===== src/shared/memmap_pkg.sv =====
// Functional notes
// - X addresses 0 to 255 select the internal X data RAM, 24 bits wide.
// - Y addresses 0 to 255 select the separate internal Y data RAM.
// - X addresses 256 to 511 select the X data ROM when data ROM is enabled.
// - Y addresses 256 to 511 select the Y data ROM under the same enable.
// - Top 64 X locations select the on-chip peripheral registers.
// - Peripheral register accesses in X never appear on the external port.
// - X space uses 16-bit addresses, 24-bit data, expandable to 64K words.
// - Y space uses 16-bit addresses, 24-bit data, expandable to 64K words.
// - Internal program ROM is 3840 by 24, enabled by the two mode bits.
// - With program ROM disabled, fetches go off-chip; the mode-one ROM is never selected.
// - Program addresses from program bus; off-chip program memory accepts moves.
// - Lowest 64 program locations hold the on-chip interrupt vectors.
// - Mode pins are sampled as reset is left and set the initial mode.
// - After reset the mode pins serve only as external interrupt requests.
// - Pins 00 and 01 single-chip, 10 normal expanded, 11 development.
// - Software writes to mode bits change mode at once, no reset.
// - Single-chip mode enables internal program ROM; data ROM follows its own enable bit.
// - Reset vector is 0000 in mode 0, E000 in mode 2; maps otherwise equal.
// - Mode 1 behaves exactly like mode 0.
// - Development mode disables internal program memory; all fetches external.
// - Secured variant forces single-chip mode at reset and power-up.
// - Secured variant pins are interrupt inputs only, never change the mode.
package memmap_pkg;

  localparam int          ADDR_W        = 16;
  localparam int          DATA_W        = 24;
  localparam logic [15:0] DRAM_LAST     = 16'h00FF;
  localparam logic [15:0] DROM_FIRST    = 16'h0100;
  localparam logic [15:0] DROM_LAST     = 16'h01FF;
  localparam logic [15:0] PERIPH_FIRST  = 16'hFFC0;
  localparam logic [15:0] PROM_LAST     = 16'h0EFF;
  localparam logic [15:0] VECTOR_LAST   = 16'h003F;
  localparam logic [15:0] RESET_VEC_M0  = 16'h0000;
  localparam logic [15:0] RESET_VEC_M2  = 16'hE000;

  // Register map over APB (byte addresses).
  localparam logic [11:0] MODE_REG_OFFSET = 12'h000;
  localparam logic [11:0] STATUS_OFFSET   = 12'h004;
  localparam int          MODE_LOW_POS    = 0;
  localparam int          MODE_HIGH_POS   = 1;
  localparam int          DROM_EN_POS     = 2;
  localparam logic [2:0]  MODE_REG_RESET  = 3'h0;

  typedef enum logic [1:0] {
    MODE_SINGLE,
    MODE_SINGLE_ALT,
    MODE_EXPANDED,
    MODE_DEVELOP
  } op_mode_t;

  typedef enum logic [2:0] {
    TGT_RAM,
    TGT_DROM,
    TGT_PERIPH,
    TGT_PROM,
    TGT_MODE1_ROM,
    TGT_EXTERNAL
  } target_t;

  typedef struct packed {
    logic        valid;
    logic        write;
    logic [15:0] addr;
  } mem_req_t;

  typedef struct packed {
    logic        valid;
    logic        write;
    logic [1:0]  space;
    logic [15:0] addr;
  } ext_req_t;

  localparam logic [1:0] SPACE_P = 2'h0;
  localparam logic [1:0] SPACE_X = 2'h1;
  localparam logic [1:0] SPACE_Y = 2'h2;

endpackage : memmap_pkg


===== src/data_space_decode.sv =====
`timescale 1ns/1ps
// Decodes one data space (X or Y) address to its target.
module data_space_decode #(
  parameter bit HAS_PERIPH = 1'b1
) (
  input  wire memmap_pkg::mem_req_t req,
  input  wire logic                 rom_en,
  output memmap_pkg::target_t       target
);
  import memmap_pkg::*;

  // Priority: peripherals, RAM, enabled data ROM, else the external port.
  always_comb
  begin
    if (HAS_PERIPH && req.addr >= PERIPH_FIRST)
      target = TGT_PERIPH;
    else if (req.addr <= DRAM_LAST)
      target = TGT_RAM;
    else if (rom_en && req.addr >= DROM_FIRST && req.addr <= DROM_LAST)
      target = TGT_DROM;
    else
      target = TGT_EXTERNAL;
  end

endmodule : data_space_decode


===== src/prog_space_decode.sv =====
`timescale 1ns/1ps
// Decodes a program-space address according to the operating mode.
module prog_space_decode (
  input  wire memmap_pkg::mem_req_t req,
  input  wire memmap_pkg::op_mode_t mode,
  output memmap_pkg::target_t       target
);
  import memmap_pkg::*;

  // Internal ROM serves reads below its end unless in development mode.
  always_comb
  begin
    case (mode)
      MODE_SINGLE, MODE_SINGLE_ALT, MODE_EXPANDED:
        target = (!req.write && req.addr <= PROM_LAST) ? TGT_PROM : TGT_EXTERNAL;
      MODE_DEVELOP:
        target = TGT_EXTERNAL;
      default:
        target = TGT_EXTERNAL;
    endcase
  end

endmodule : prog_space_decode


===== src/memory_map_mode_decoder.sv =====
`timescale 1ns/1ps
// Memory-map and operating-mode logic with an APB view of the mode register.
module memory_map_mode_decoder #(
  parameter bit SECURED = 1'b0
) (
  input  wire logic                    pclk,
  input  wire logic                    presetn,
  input  wire logic                    psel,
  input  wire logic                    penable,
  input  wire logic                    pwrite,
  input  wire logic [11:0]             paddr,
  input  wire logic [31:0]             pwdata,
  output logic      [31:0]             prdata,
  output logic                         pready,
  output logic                         pslverr,
  input  wire logic                    mode_pin_low,
  input  wire logic                    mode_pin_high,
  output logic                         ext_irq_first,
  output logic                         ext_irq_second,
  input  wire memmap_pkg::mem_req_t    x_req,
  input  wire memmap_pkg::mem_req_t    y_req,
  input  wire memmap_pkg::mem_req_t    p_req,
  input  wire logic                    prog_mem_move,
  output memmap_pkg::target_t          x_target_q,
  output memmap_pkg::target_t          y_target_q,
  output memmap_pkg::target_t          p_target_q,
  output memmap_pkg::ext_req_t         ext_req_q,
  output logic                         vector_fetch_q,
  output logic      [15:0]             reset_vector_q,
  output logic                         mode1_rom_sel_q
);
  import memmap_pkg::*;

  logic                mode_bit_low_q;
  logic                mode_bit_high_q;
  logic                data_rom_enable_q;
  logic                out_of_reset_q;
  op_mode_t            mode;
  target_t             x_tgt;
  target_t             y_tgt;
  target_t             p_tgt;
  mem_req_t            p_req_eff;
  logic                wr_en;
  logic                rd_en;
  logic                addr_ok;

  // Decodes a byte address into a register hit by exact match.
  function automatic logic reg_hit(input logic [11:0] a, input logic [11:0] off);
    reg_hit = (a == off);
  endfunction : reg_hit

  assign mode = op_mode_t'({mode_bit_high_q, mode_bit_low_q});

  // Mode pins are interrupt requests from the first clock after reset release onward.
  assign ext_irq_first  = out_of_reset_q & mode_pin_low;
  assign ext_irq_second = out_of_reset_q & mode_pin_high;

  // APB strobes and address check.
  assign addr_ok = reg_hit(paddr, MODE_REG_OFFSET) || reg_hit(paddr, STATUS_OFFSET);
  assign wr_en   = psel & penable & pwrite;
  assign rd_en   = psel & ~penable & ~pwrite;
  assign pready  = 1'b1;
  assign pslverr = psel & penable & ~addr_ok;

  // Marks the first clock after reset release.
  always_ff @(posedge pclk or negedge presetn)
  begin
    if (!presetn)
      out_of_reset_q <= 1'b0;
    else
      out_of_reset_q <= 1'b1;
  end

  // Mode bits: latched from pins (zeros when SECURED) at the first edge after release, then by software.
  always_ff @(posedge pclk or negedge presetn)
  begin
    if (!presetn)
    begin
      mode_bit_low_q  <= MODE_REG_RESET[MODE_LOW_POS];
      mode_bit_high_q <= MODE_REG_RESET[MODE_HIGH_POS];
    end
    else if (!out_of_reset_q)
    begin
      mode_bit_low_q  <= SECURED ? 1'b0 : mode_pin_low;
      mode_bit_high_q <= SECURED ? 1'b0 : mode_pin_high;
    end
    else if (wr_en && reg_hit(paddr, MODE_REG_OFFSET))
    begin
      mode_bit_low_q  <= pwdata[MODE_LOW_POS];
      mode_bit_high_q <= pwdata[MODE_HIGH_POS];
    end
  end

  // Data ROM enable bit.
  always_ff @(posedge pclk or negedge presetn)
  begin
    if (!presetn)
      data_rom_enable_q <= MODE_REG_RESET[DROM_EN_POS];
    else if (wr_en && reg_hit(paddr, MODE_REG_OFFSET))
      data_rom_enable_q <= pwdata[DROM_EN_POS];
  end

  // Read data is registered in the setup cycle, ready in the access phase.
  always_ff @(posedge pclk or negedge presetn)
  begin
    if (!presetn)
      prdata <= 32'h0;
    else if (rd_en)
    begin
      if (reg_hit(paddr, MODE_REG_OFFSET))
        prdata <= {29'h0, data_rom_enable_q, mode_bit_high_q, mode_bit_low_q};
      else if (reg_hit(paddr, STATUS_OFFSET))
        prdata <= {26'h0, ext_irq_second, ext_irq_first, 1'b0, mode1_rom_sel_q,
                   mode_bit_high_q, mode_bit_low_q};
      else
        prdata <= 32'h0;
    end
  end

  // Program-memory moves are writes to program space.
  always_comb
  begin
    p_req_eff       = p_req;
    p_req_eff.write = p_req.write | prog_mem_move;
  end

  data_space_decode #(.HAS_PERIPH(1'b1)) u_x_dec (
    .req    (x_req),
    .rom_en (data_rom_enable_q),
    .target (x_tgt)
  );

  data_space_decode #(.HAS_PERIPH(1'b0)) u_y_dec (
    .req    (y_req),
    .rom_en (data_rom_enable_q),
    .target (y_tgt)
  );

  prog_space_decode u_p_dec (
    .req    (p_req_eff),
    .mode   (mode),
    .target (p_tgt)
  );

  // Registered targets for each space.
  always_ff @(posedge pclk or negedge presetn)
  begin
    if (!presetn)
    begin
      x_target_q <= TGT_EXTERNAL;
      y_target_q <= TGT_EXTERNAL;
      p_target_q <= TGT_EXTERNAL;
    end
    else
    begin
      x_target_q <= x_tgt;
      y_target_q <= y_tgt;
      p_target_q <= p_tgt;
    end
  end

  // External port: program first, then X, then Y; peripherals never forwarded.
  always_ff @(posedge pclk or negedge presetn)
  begin
    if (!presetn)
      ext_req_q <= '0;
    else if (p_req_eff.valid && p_tgt == TGT_EXTERNAL)
      ext_req_q <= '{1'b1, p_req_eff.write, SPACE_P, p_req_eff.addr};
    else if (x_req.valid && x_tgt == TGT_EXTERNAL)
      ext_req_q <= '{1'b1, x_req.write, SPACE_X, x_req.addr};
    else if (y_req.valid && y_tgt == TGT_EXTERNAL)
      ext_req_q <= '{1'b1, y_req.write, SPACE_Y, y_req.addr};
    else
      ext_req_q <= '0;
  end

  // Vector-area fetch flag, reset vector and mode-one ROM indication.
  always_ff @(posedge pclk or negedge presetn)
  begin
    if (!presetn)
    begin
      vector_fetch_q  <= 1'b0;
      reset_vector_q  <= RESET_VEC_M0;
      mode1_rom_sel_q <= 1'b0;
    end
    else
    begin
      vector_fetch_q  <= p_req.valid && p_req.addr <= VECTOR_LAST;
      reset_vector_q  <= (mode == MODE_EXPANDED) ? RESET_VEC_M2 : RESET_VEC_M0;
      mode1_rom_sel_q <= 1'b0;
    end
  end

  property p_periph_not_external;
    @(posedge pclk) disable iff (!presetn)
      (x_req.valid && x_req.addr >= PERIPH_FIRST && !(p_req_eff.valid && p_tgt == TGT_EXTERNAL))
      |=> !(ext_req_q.valid && ext_req_q.space == SPACE_X);
  endproperty
  a_periph_not_external: assert property (p_periph_not_external)
    else $error("Peripheral access reached the external port.");

  property p_xram;
    @(posedge pclk) disable iff (!presetn)
      (x_req.addr <= DRAM_LAST) |=> (x_target_q == TGT_RAM);
  endproperty
  a_xram: assert property (p_xram)
    else $error("Low X address did not select RAM.");

  property p_yram;
    @(posedge pclk) disable iff (!presetn)
      (y_req.addr <= DRAM_LAST) |=> (y_target_q == TGT_RAM);
  endproperty
  a_yram: assert property (p_yram)
    else $error("Low Y address did not select RAM.");

  property p_xrom;
    @(posedge pclk) disable iff (!presetn)
      (x_req.addr >= DROM_FIRST && x_req.addr <= DROM_LAST)
      |=> (x_target_q == (($past(data_rom_enable_q)) ? TGT_DROM : TGT_EXTERNAL));
  endproperty
  a_xrom: assert property (p_xrom)
    else $error("X data ROM decode wrong.");

  property p_yrom_off;
    @(posedge pclk) disable iff (!presetn)
      (!data_rom_enable_q && y_req.addr >= DROM_FIRST && y_req.addr <= DROM_LAST)
      |=> (y_target_q == TGT_EXTERNAL);
  endproperty
  a_yrom_off: assert property (p_yrom_off)
    else $error("Disabled Y data ROM still selected.");

  property p_dev_external;
    @(posedge pclk) disable iff (!presetn)
      (mode == MODE_DEVELOP) |=> (p_target_q == TGT_EXTERNAL);
  endproperty
  a_dev_external: assert property (p_dev_external)
    else $error("Development mode used internal program memory.");

  property p_reset_vec;
    @(posedge pclk) disable iff (!presetn)
      (mode == MODE_EXPANDED) ##1 (mode == MODE_EXPANDED) |-> (reset_vector_q == RESET_VEC_M2);
  endproperty
  a_reset_vec: assert property (p_reset_vec)
    else $error("Reset vector wrong in mode 2.");

  property p_sw_mode;
    @(posedge pclk) disable iff (!presetn)
      (out_of_reset_q && wr_en && paddr == MODE_REG_OFFSET)
      |=> ({mode_bit_high_q, mode_bit_low_q} == $past(pwdata[1:0]));
  endproperty
  a_sw_mode: assert property (p_sw_mode)
    else $error("Mode write did not take effect.");

  property p_strap;
    @(posedge pclk) disable iff (!presetn)
      (!out_of_reset_q && !SECURED)
      |=> ({mode_bit_high_q, mode_bit_low_q} == $past({mode_pin_high, mode_pin_low}));
  endproperty
  a_strap: assert property (p_strap)
    else $error("Mode pins not latched at reset exit.");

  property p_secure;
    @(posedge pclk) disable iff (!presetn)
      (!out_of_reset_q && SECURED) |=> (mode == MODE_SINGLE);
  endproperty
  a_secure: assert property (p_secure)
    else $error("Secured variant left single-chip mode at reset.");

  property p_xperiph;
    @(posedge pclk) disable iff (!presetn)
      (x_req.addr >= PERIPH_FIRST) |=> (x_target_q == TGT_PERIPH);
  endproperty
  a_xperiph: assert property (p_xperiph)
    else $error("Top X address did not select the peripherals.");

  property p_yperiph_ext;
    @(posedge pclk) disable iff (!presetn)
      (y_req.addr >= PERIPH_FIRST) |=> (y_target_q == TGT_EXTERNAL);
  endproperty
  a_yperiph_ext: assert property (p_yperiph_ext)
    else $error("Top Y address was not sent to the external port.");

  property p_yrom_on;
    @(posedge pclk) disable iff (!presetn)
      (data_rom_enable_q && y_req.addr >= DROM_FIRST && y_req.addr <= DROM_LAST)
      |=> (y_target_q == TGT_DROM);
  endproperty
  a_yrom_on: assert property (p_yrom_on)
    else $error("Enabled Y data ROM not selected.");

  property p_prom_read;
    @(posedge pclk) disable iff (!presetn)
      (mode != MODE_DEVELOP && !p_req_eff.write && p_req_eff.addr <= PROM_LAST)
      |=> (p_target_q == TGT_PROM);
  endproperty
  a_prom_read: assert property (p_prom_read)
    else $error("Internal program ROM not selected for a fetch.");

  property p_prog_write_ext;
    @(posedge pclk) disable iff (!presetn)
      p_req_eff.write |=> (p_target_q == TGT_EXTERNAL);
  endproperty
  a_prog_write_ext: assert property (p_prog_write_ext)
    else $error("Program write did not go to the external port.");

  property p_vector;
    @(posedge pclk) disable iff (!presetn)
      (p_req.valid && p_req.addr <= VECTOR_LAST) |=> vector_fetch_q;
  endproperty
  a_vector: assert property (p_vector)
    else $error("Vector area fetch not flagged.");

  property p_mode1_same;
    @(posedge pclk) disable iff (!presetn)
      (mode == MODE_SINGLE_ALT) |=> (reset_vector_q == RESET_VEC_M0 && !mode1_rom_sel_q);
  endproperty
  a_mode1_same: assert property (p_mode1_same)
    else $error("Mode 1 did not behave as mode 0.");

  property p_irq_pins;
    @(posedge pclk) disable iff (!presetn)
      out_of_reset_q |-> (ext_irq_first == mode_pin_low && ext_irq_second == mode_pin_high);
  endproperty
  a_irq_pins: assert property (p_irq_pins)
    else $error("Mode pins not passed on as interrupt requests.");

  property p_ext_x;
    @(posedge pclk) disable iff (!presetn)
      (x_req.valid && x_tgt == TGT_EXTERNAL && !(p_req_eff.valid && p_tgt == TGT_EXTERNAL))
      |=> (ext_req_q.valid && ext_req_q.space == SPACE_X
           && ext_req_q.addr == $past(x_req.addr));
  endproperty
  a_ext_x: assert property (p_ext_x)
    else $error("Unclaimed X access not forwarded.");

endmodule : memory_map_mode_decoder


===== config.mk =====
export PLATFORM = sky130hd
export DESIGN_NAME = memory_map_mode_decoder
export DESIGN_NICKNAME = d
export VERILOG_FILES = /design/src/shared/memmap_pkg.sv /design/src/data_space_decode.sv /design/src/prog_space_decode.sv /design/src/memory_map_mode_decoder.sv
export SDC_FILE = /design/constraint.sdc
export NUM_CORES = 1
export LEC_CHECK = 0
export BUFFER_PORTS_ARGS = -buffer_cell sky130_fd_sc_hd__buf_2
export CAP_MARGIN = 10
export CORE_MARGIN = 2
export CORE_UTILIZATION = 42
export CTS_BUF_LIST = sky130_fd_sc_hd__clkbuf_8
export CTS_CLUSTER_SIZE = 28
export DETAILED_ROUTE_END_ITERATION = 16
export PLACE_DENSITY = 0.85
export SLEW_MARGIN = 10
export SYNTH_ARGS = -nofsm -noshare
export SYNTH_HDL_FRONTEND = slang
export SYNTH_SLANG_ARGS = --single-unit

===== constraint.sdc =====
create_clock -name pclk -period 3.62 [get_ports pclk]
set_clock_uncertainty 0.15 [all_clocks]
set_input_delay 0.724 -clock pclk [delete_from_list [all_inputs] [get_ports pclk]]
set_output_delay 0.724 -clock pclk [all_outputs]
set_load 0.1 [all_outputs]

==> results of run 1 <==
## power by group through the flow
| stage | combinational, mW | clock [mW] | sequential [mW] |
|---|---|---|---|
| floorplan | 0.318 | 0 | 0.609 |
| global placement | 0.514 | 0 | 0.462 |
| detailed placement | 0.518 | 0 | 0.462 |
| CTS | 0.519 | 0.447 | 0.454 |
| global route | 0.539 | 0.461 | 0.457 |
| finish | 0.519 | 0.443 | 0.454 |
## kinds of logic (layout without fill, tap and decap cells)
family                 after synthesis  in the layout  share of synthesized area
other                                2             45                    0.00349
buffers and inverters               57            127                      0.191
DFF                                 38             38                      0.445
and+or+nand+nor                    117            117                      0.288
muxes                                3              3                     0.0146
AOI/OAI and AO/OA                   13             13                     0.0570
## state kept, by name, indices dropped and copies added, names as in the netlist
name               count
ext_req_q             20
prdata                 5
x_target_q             3
p_target_q             2
y_target_q             2
data_rom_enable_q      1
mode_bit_high_q        1
mode_bit_low_q         1
out_of_reset_q         1
reset_vector_q         1
vector_fetch_q         1
## stage by stage
stage	utilization	power (mW)	cells
after floorplan	-	0.928	273
after global placement	0.514	0.975	405
after detailed placement	0.514	0.980	405
after CTS	0.543	1.42	413
after global routing	0.543	1.46	413
final	0.543	1.42	413
## worst max-delay path: stages
cell and delay (ns):
sky130_fd_sc_hd__buf_2 0.09, sky130_fd_sc_hd__nor4_1 0.27, sky130_fd_sc_hd__and3_1 0.32, sky130_fd_sc_hd__nor2_1 0.07, sky130_fd_sc_hd__buf_2 0.29
## synth_stat cells, types with 3 or more instances
master,n,share of area
sky130_fd_sc_hd__buf_4,46,0.16
sky130_fd_sc_hd__buf_6,3,0.016
sky130_fd_sc_hd__dfrtp_1,33,0.38
sky130_fd_sc_hd__dfstp_2,5,0.061
sky130_fd_sc_hd__inv_1,4,0.0070
sky130_fd_sc_hd__nand2_1,41,0.072
sky130_fd_sc_hd__nand3_1,32,0.075
sky130_fd_sc_hd__nand3_2,5,0.023
sky130_fd_sc_hd__nand4_1,9,0.026
sky130_fd_sc_hd__nor2_1,6,0.010
sky130_fd_sc_hd__nor2b_1,3,0.0087
sky130_fd_sc_hd__nor4_1,5,0.015
sky130_fd_sc_hd__o21ai_0,5,0.012
sky130_fd_sc_hd__or3_1,3,0.0087
## routing by layer
layer | vias up | track usage | wire (um) | share of wire
met2 | 112 | 0.296 | 2720 | 0.51
met4 | 0 | 0.0975 | 173 | 0.032
met3 | 15 | 0.0463 | 488 | 0.091
met5 | - | 0 | 0 | 0
li1 | 919 | - | - | -
met1 | 918 | 0.219 | 1980 | 0.37
## area by class of cell
class                           instances  share of cell area
Clock inverter                          2              0.0221
Inverter                                4             0.00552
Multi-Input combinational cell        178               0.346
Clock buffer                            6              0.0304
Timing Repair Buffer                  115               0.212
Tap cell                               70              0.0322
Sequential cell                        38               0.352
## worst paths after layout
check	from	cells past startpoint	slack, ns	endpoint
min in group asynchronous	presetn	1	0.37	prdata[5]$_DFFE_PN0P_
worst min register to register	prdata[1]$_DFFE_PN0P_	2	0.32	prdata[1]$_DFFE_PN0P_
worst min-delay path	prdata[1]$_DFFE_PN0P_	2	0.32	prdata[1]$_DFFE_PN0P_
max in group asynchronous	presetn	1	2.43	ext_req_q[2]$_DFF_PN0_
worst max register to register	mode_bit_low_q$_DFFE_PN0P_	5	1.45	ext_req_q[18]$_DFF_PN0_
worst max-delay path	paddr[1]	5	0.98	pslverr
==> Flow_metrics.wiki, run 1 <==
{| class="wikitable"
! Metric !! Value
|-
| Number of buffers on the longest clock path || 2
|-
| Remaining Overflow, GRT || 0
|-
| Switching power summed over all nets || 0.608 mW
|-
| Gpl congestion || a little under 0.8
|-
| Worst path arrival time || 1.77 ns
|-
| Share of power burned in combinational logic || 0.366
|-
| Commonest non-fill, non-tap cells in the layout || sky130_fd_sc_hd__buf_2, sky130_fd_sc_hd__conb_1, sky130_fd_sc_hd__nand2_1
|-
| Num CTS Buffers || 5
|-
| Height of the die || 75.5 um
|-
| Yosys cell types || 34
|-
| Warnings from Yosys || 0
|-
| Overall die area || about 5700 um2
|-
| Sequential share of the synthesized area || 0.445
|-
| Normalized max-slew margin || 0.452
|-
| DP Worst Slack || 0.717 ns
|-
| Final total negative setup slack || 0 ns
|-
| Post-CTS setup repair buffer count || 0
|-
| Synthesized cell area || 2150 um2
|-
| Synth Flop Type || sky130_fd_sc_hd__dfrtp_1
|-
| Fraction of final layout cells sized beyond drive strength 1 || 0.420
|-
| Resize count post-CTS || 0
|-
| Maximum number of pins on one net before global-route repair || 39
|-
| Detailed-route vias per instance || 4.76
|-
| Maximum vdd drop || 0.219 mV
|-
| Placement Cell Area || approximately 2600 um2
|-
| Number of detailed-routing iterations run before antenna repair || 4
|-
| Hold violation count in the final report || 0
|-
| Setup repair after global routing missed its margin || false
|-
| Ys async rst share || 1.00
|-
| PD cells || 520 nW/um2
|-
| Total I/O pin count || 189
|-
| Cell Int Power || 0.807 mW
|-
| Port Buf Inserts || 115
|-
| Total number of vias || 1,964
|-
| Highest clock frequency the design can meet || roughly 0.38 GHz
|-
| Number of fill cells in the layout || 491
|-
| Proportion of power drawn by the clock network || 0.313
|-
| Final count of negative-setup-slack endpoints || 0
|-
| Setup crit start kind || input port
|-
| Standard-cell row count || 26
|-
| Tightest hold margin || 0.324 ns
|-
| Number of enable flip-flop cells after synthesis || 0
|-
| Count of antenna-violating nets left after detailed routing || 0
|-
| P&R area growth vs syn || 26.5%
|-
| Clock tree root driver cell || sky130_fd_sc_hd__clkbuf_8
|-
| Via count of the first global-routing pass || 1,639
|-
| Number of hold-repair buffers added at the cts stage || 0
|-
| Transition time of the tightest slew-check pin || 0.821 ns
|-
| Source-to-sink clock delay at the later pin of the worst-skew pair || 0.29 ns
|-
| Most common cell after layout, fill and taps aside || sky130_fd_sc_hd__buf_2
|-
| Synthesized netlist cell count || 230
|-
| Outcome || finished clean
|-
| Remaining DRCs || 0
|-
| Worst Slack Setup Final || 0.978 ns
|-
| TritonCTS clock tree || yes
|-
| Relative contribution of sequential cells to total power || 0.321
|-
| Area occupied by multi-input gates || 942 um2
|-
| Layout Cell Area excl Fill || 2720 um2
|-
| Total track usage || 0.181
|-
| Required @ worst endpoint || 2.75 ns
|-
| Number of max-cap violations || 0
|-
| Wire length of the first global-routing pass || approximately 7.7 mm
|-
| Diodes inserted || 0
|-
| Initial Utilization || 0.429
|-
| Sw Ratio || 0.430
|-
| Final WL || 5.36 mm
|-
| Flip-flop and latch count after synthesis || 38
|-
| Average routed wire per standard cell || 13.0 um
|-
| Die extent in x || 75.5 um
|-
| Number of sinks handled by clock tree synthesis || 38
|-
| Clock transition at the registers of the reported paths || ~0.070 ns
|-
| Htree depth || 2
|-
| Min-Delay Path Class || flop to flop
|-
| Sequential cell area || roughly 960 um2
|-
| HPWL after detailed placement || 4.24 mm
|-
| Minimum period implied by the final worst setup slack || between 2 and 3 ns
|-
| Mean instance size in the synthesized netlist || between 9 and 10 um2
|-
| Leak || approximately 1.5 nW
|-
| Crit Path Class || input port to output port
|-
| Nets@finish || 448
|-
| Max Transition Viols Final || 0
|-
| Core region area || 5010 um2
|-
| Initial antenna violation count || 0
|-
| DRT iter0 DRCs || 125
|-
| Critical path capture point type || output port
|-
| Highest fanout seen on the critical path || 7
|-
| Period Utilization, post-route || 0.730
|}
Power figures use the tool's default switching activity.
==> run 2: changes to the inputs <==
--- a/config.mk
+++ b/config.mk
@@ -8,11 +8,11 @@
 export BUFFER_PORTS_ARGS = -buffer_cell sky130_fd_sc_hd__buf_2
 export CAP_MARGIN = 10
 export CORE_MARGIN = 2
-export CORE_UTILIZATION = 42
+export CORE_UTILIZATION = 39
 export CTS_BUF_LIST = sky130_fd_sc_hd__clkbuf_8
 export CTS_CLUSTER_SIZE = 28
 export DETAILED_ROUTE_END_ITERATION = 16
-export PLACE_DENSITY = 0.85
+export PLACE_DENSITY = 0.8
 export SLEW_MARGIN = 10
 export SYNTH_ARGS = -nofsm -noshare
 export SYNTH_HDL_FRONTEND = slang
==> constraint.sdc (replaced) <==
create_clock -name pclk -period 2.65 [get_ports pclk]
set_clock_uncertainty 0.15 [all_clocks]
set_input_delay 0.53 -clock pclk [delete_from_list [all_inputs] [get_ports pclk]]
set_output_delay 0.53 -clock pclk [all_outputs]
set_load 0.1 [all_outputs]
==> run 2 against run 1 <==
Sequential cell count stayed put. Cell area is 0.74% lower. Register-to-register slack worse by 0.64 ns. Via count is 1.1% lower. First-iteration DRC count is 50% lower. Critical path depth stayed put. Utilization is 4.3 points lower. Wire length is 0.37% lower. Combinational power is 37% higher.
==> Flow_metrics.wiki, run 2 (same netlist as run 1, synthesis figures left out) <==
{| class="wikitable"
! Metric !! Value
|-
| Remaining DRCs || 0 (unchanged)
|-
| Period Utilization, post-route || 0.849
|-
| Initial Utilization || 0.398 (-0.0314)
|-
| Switching power summed over all nets || 0.828 mW (+36%)
|-
| Setup repair after global routing missed its margin || false
|-
| Setup crit start kind || input port
|-
| Final WL || 5.34 mm (-0.37%)
|-
| Minimum period implied by the final worst setup slack || 2.25 ns
|-
| Diodes inserted || 0 (unchanged)
|-
| Gpl congestion || 0.781 (-0.88%)
|-
| Core region area || 5410 um2 (+7.9%)
|-
| Number of hold-repair buffers added at the cts stage || 0 (unchanged)
|-
| P&R area growth vs syn || 25.6%
|-
| Normalized max-slew margin || 0.456 (+0.00361)
|-
| Maximum number of pins on one net before global-route repair || 39 (unchanged)
|-
| Hold violation count in the final report || 0 (unchanged)
|-
| Total power || 1.74 mW (+23%)
|-
| Total track usage || 0.174 (-0.00668)
|-
| Clock tree root driver cell || sky130_fd_sc_hd__clkbuf_8
|-
| Detailed-route vias per instance || 4.65 (-2.3%)
|-
| Buffer and inverter count on the worst path || 2 (unchanged)
|-
| Max Transition Viols Final || 0 (unchanged)
|-
| Final count of negative-setup-slack endpoints || 0 (unchanged)
|-
| DP Worst Slack || 0.154 ns (-0.564 ns)
|-
| Height of the die || 78.2 um (+3.6%)
|-
| Overall die area || 6120 um2 (+7.3%)
|-
| Cell Int Power || 0.913 mW (+13%)
|-
| Source-to-sink clock delay at the later pin of the worst-skew pair || 0.28 ns (about the same)
|-
| Total number of vias || 1,942 (-1.1%)
|-
| Worst path arrival time || 1.57 ns (-0.20 ns)
|-
| Proportion of power drawn by the clock network || 0.235 (-0.078)
|-
| Post-CTS setup repair buffer count || 0 (unchanged)
|-
| Transition time of the tightest slew-check pin || 0.816 ns (-0.00541 ns)
|-
| Number of max-cap violations || 0 (unchanged)
|-
| Commonest non-fill, non-tap cells in the layout || sky130_fd_sc_hd__buf_2, sky130_fd_sc_hd__conb_1, sky130_fd_sc_hd__nand2_1
|-
| Relative contribution of sequential cells to total power || 0.356 (+0.035)
|-
| Fraction of final layout cells sized beyond drive strength 1 || 0.428 (+0.00792)
|-
| CP cell instances || buf_2, nor4_1, and3_1, nor2_2, buf_2
|-
| Nets@finish || 451 (+0.67%)
|-
| Min-Delay Path Class || input port to async pin
|-
| Register bank with the most flops || ext_req_q
|-
| Number of fill cells in the layout || 528 (+7.5%)
|-
| Crit Path Class || input port to output port
|-
| Count of antenna-violating nets left after detailed routing || 0 (unchanged)
|-
| Final total negative setup slack || 0 ns (unchanged)
|-
| Standard-cell row count || 27 (+3.8%)
|-
| Most common cell after layout, fill and taps aside || sky130_fd_sc_hd__buf_2
|-
| Sw Ratio || 0.475 (+0.0455)
|-
| Highest clock frequency the design can meet || 0.444 GHz
|-
| Initial antenna violation count || 0 (unchanged)
|-
| Average routed wire per standard cell || 12.8 um (-1.6%)
|-
| Delay of the slowest cell on the worst path || 0.33 ns (about the same)
|-
| Critical path capture point type || output port
|-
| Num CTS Buffers || 5 (unchanged)
|-
| Required @ worst endpoint || 1.97 ns (-0.78 ns)
|-
| Htree depth || 2 (unchanged)
|-
| Leak || 1.46 nW (-0.68%)
|-
| Cell repeated most along the worst path || sky130_fd_sc_hd__buf_2
|-
| Cell class contributing the biggest share of worst-path delay || simple AND/OR/NAND/NOR gates
|-
| Clock transition at the registers of the reported paths || 0.07 ns (about the same)
|-
| TritonCTS clock tree || yes
|-
| PD cells || 645 nW/um2 (+24%)
|-
| Number of detailed-routing iterations run before antenna repair || 4 (unchanged)
|-
| Highest fanout seen on the critical path || 7 (unchanged)
|-
| Number of sinks handled by clock tree synthesis || 38 (unchanged)
|-
| Wire length of the first global-routing pass || 8.32 mm (+8.7%)
|-
| Port Buf Inserts || 115 (unchanged)
|-
| Layout Cell Area excl Fill || 2700 um2 (-0.74%)
|-
| Registers with the most flip-flops || ext_req_q: 20 flops, prdata: 5 flops, x_target_q: 3 flops
|-
| Placement Cell Area || 2610 um2 (+1.1%)
|-
| Share of power burned in combinational logic || 0.409 (+0.043)
|-
| Depth of the worst register-to-register path || 5 (unchanged)
|-
| Remaining Overflow, GRT || 0 (unchanged)
|-
| Slowest stage cell on the critical path || sky130_fd_sc_hd__and3_1
|-
| Total I/O pin count || 189 (unchanged)
|-
| Resize count post-CTS || 0 (unchanged)
|-
| Number of buffers on the longest clock path || 2 (unchanged)
|-
| Via count of the first global-routing pass || 1,775 (+8.3%)
|-
| Critical path depth in cells || 5 (unchanged)
|-
| Worst Slack Setup Final || 0.400 ns (-0.578 ns)
|-
| Outcome || finished clean
|-
| Die extent in x || 78.2 um (+3.6%)
|-
| HPWL after detailed placement || 4.36 mm (+2.8%)
|-
| Tightest hold margin || 0.188 ns (-0.136 ns)
|-
| Flip-flop count of the largest register, all copies and words added || 20 (unchanged)
|-
| Maximum vdd drop || 0.286 mV (+31%)
|-
| DRT iter0 DRCs || 62 (-50%)
|}
## run 2: cell types whose count changed in the layout (fill, tap and decap cells not counted)
cell and change:
sky130_fd_sc_hd__clkinv_2 +1, sky130_fd_sc_hd__clkinvlp_4 +1, sky130_fd_sc_hd__bufinv_16 -2, sky130_fd_sc_hd__buf_4 +3
sky130_fd_sc_hd__nor2_2 +1, sky130_fd_sc_hd__nor2_1 -1
## run 2: cell type report
cell class | count | area, um2 | share of cell area
inverter | 4 | 15.0 | 0.00556
timing repair buffer | 118 | 598 | 0.222
clock buffer | 6 | 82.6 | 0.0306
sequential | 38 | 957 | 0.354
tap | 72 | 90.1 | 0.0334
clock inverter | 2 | 12.5 | 0.00463
multi-input combinational | 178 | 945 | 0.350
## run 2: final timing paths
path	from	to	slack (ns)
max reg2reg	mode_bit_high_q$_DFFE_PN0P_	ext_req_q[18]$_DFF_PN0_	0.81
min	presetn	data_rom_enable_q$_DFFE_PN0P_	0.19
max in group asynchronous	presetn	ext_req_q[18]$_DFF_PN0_	1.65
min in group pclk	p_req[11]	vector_fetch_q$_DFF_PN0_	0.27
min reg2reg	prdata[1]$_DFFE_PN0P_	prdata[1]$_DFFE_PN0P_	0.33
max	paddr[5]	pslverr	0.40
## run 2: metrics by stage
| step | cells | util |
|---|---|---|
| global route | 418 | 0.500 |
| CTS | 418 | 0.500 |
| detailed placement | 410 | 0.482 |
| global placement | 410 | 0.482 |
| finish | 418 | 0.500 |
| floorplan | 273 | - |
## run 2: metal layers
metal,part of all wire,vias to the layer above,track usage
met5,0,-,0
met4,0.026,0,0.0719
met3,0.097,14,0.0483
met1,0.38,901,0.211
li1,-,921,-
met2,0.50,106,0.292
## run 2: worst reg2reg max path, delay by kind of cell, from the launching register on
family / cells / cell delay (ns)
AO/OA/AOI/OAI: 3 / 0.92
flip-flops: 1 / 0.41
AND/OR/NAND/NOR: 2 / 0.29
## run 2: power by group through the flow
| stage | clock, mW | sequential, mW | combinational [mW] |
|---|---|---|---|
| 6_report | 0.409 | 0.620 | 0.711 |
| 5_1_grt | 0.456 | 0.624 | 0.737 |
| 4_1_cts | 0.416 | 0.621 | 0.712 |
| 3_5_place_dp | 0 | 0.631 | 0.711 |
| 3_3_place_gp | 0 | 0.631 | 0.707 |
| 2_1_floorplan | 0 | 0.832 | 0.435 |
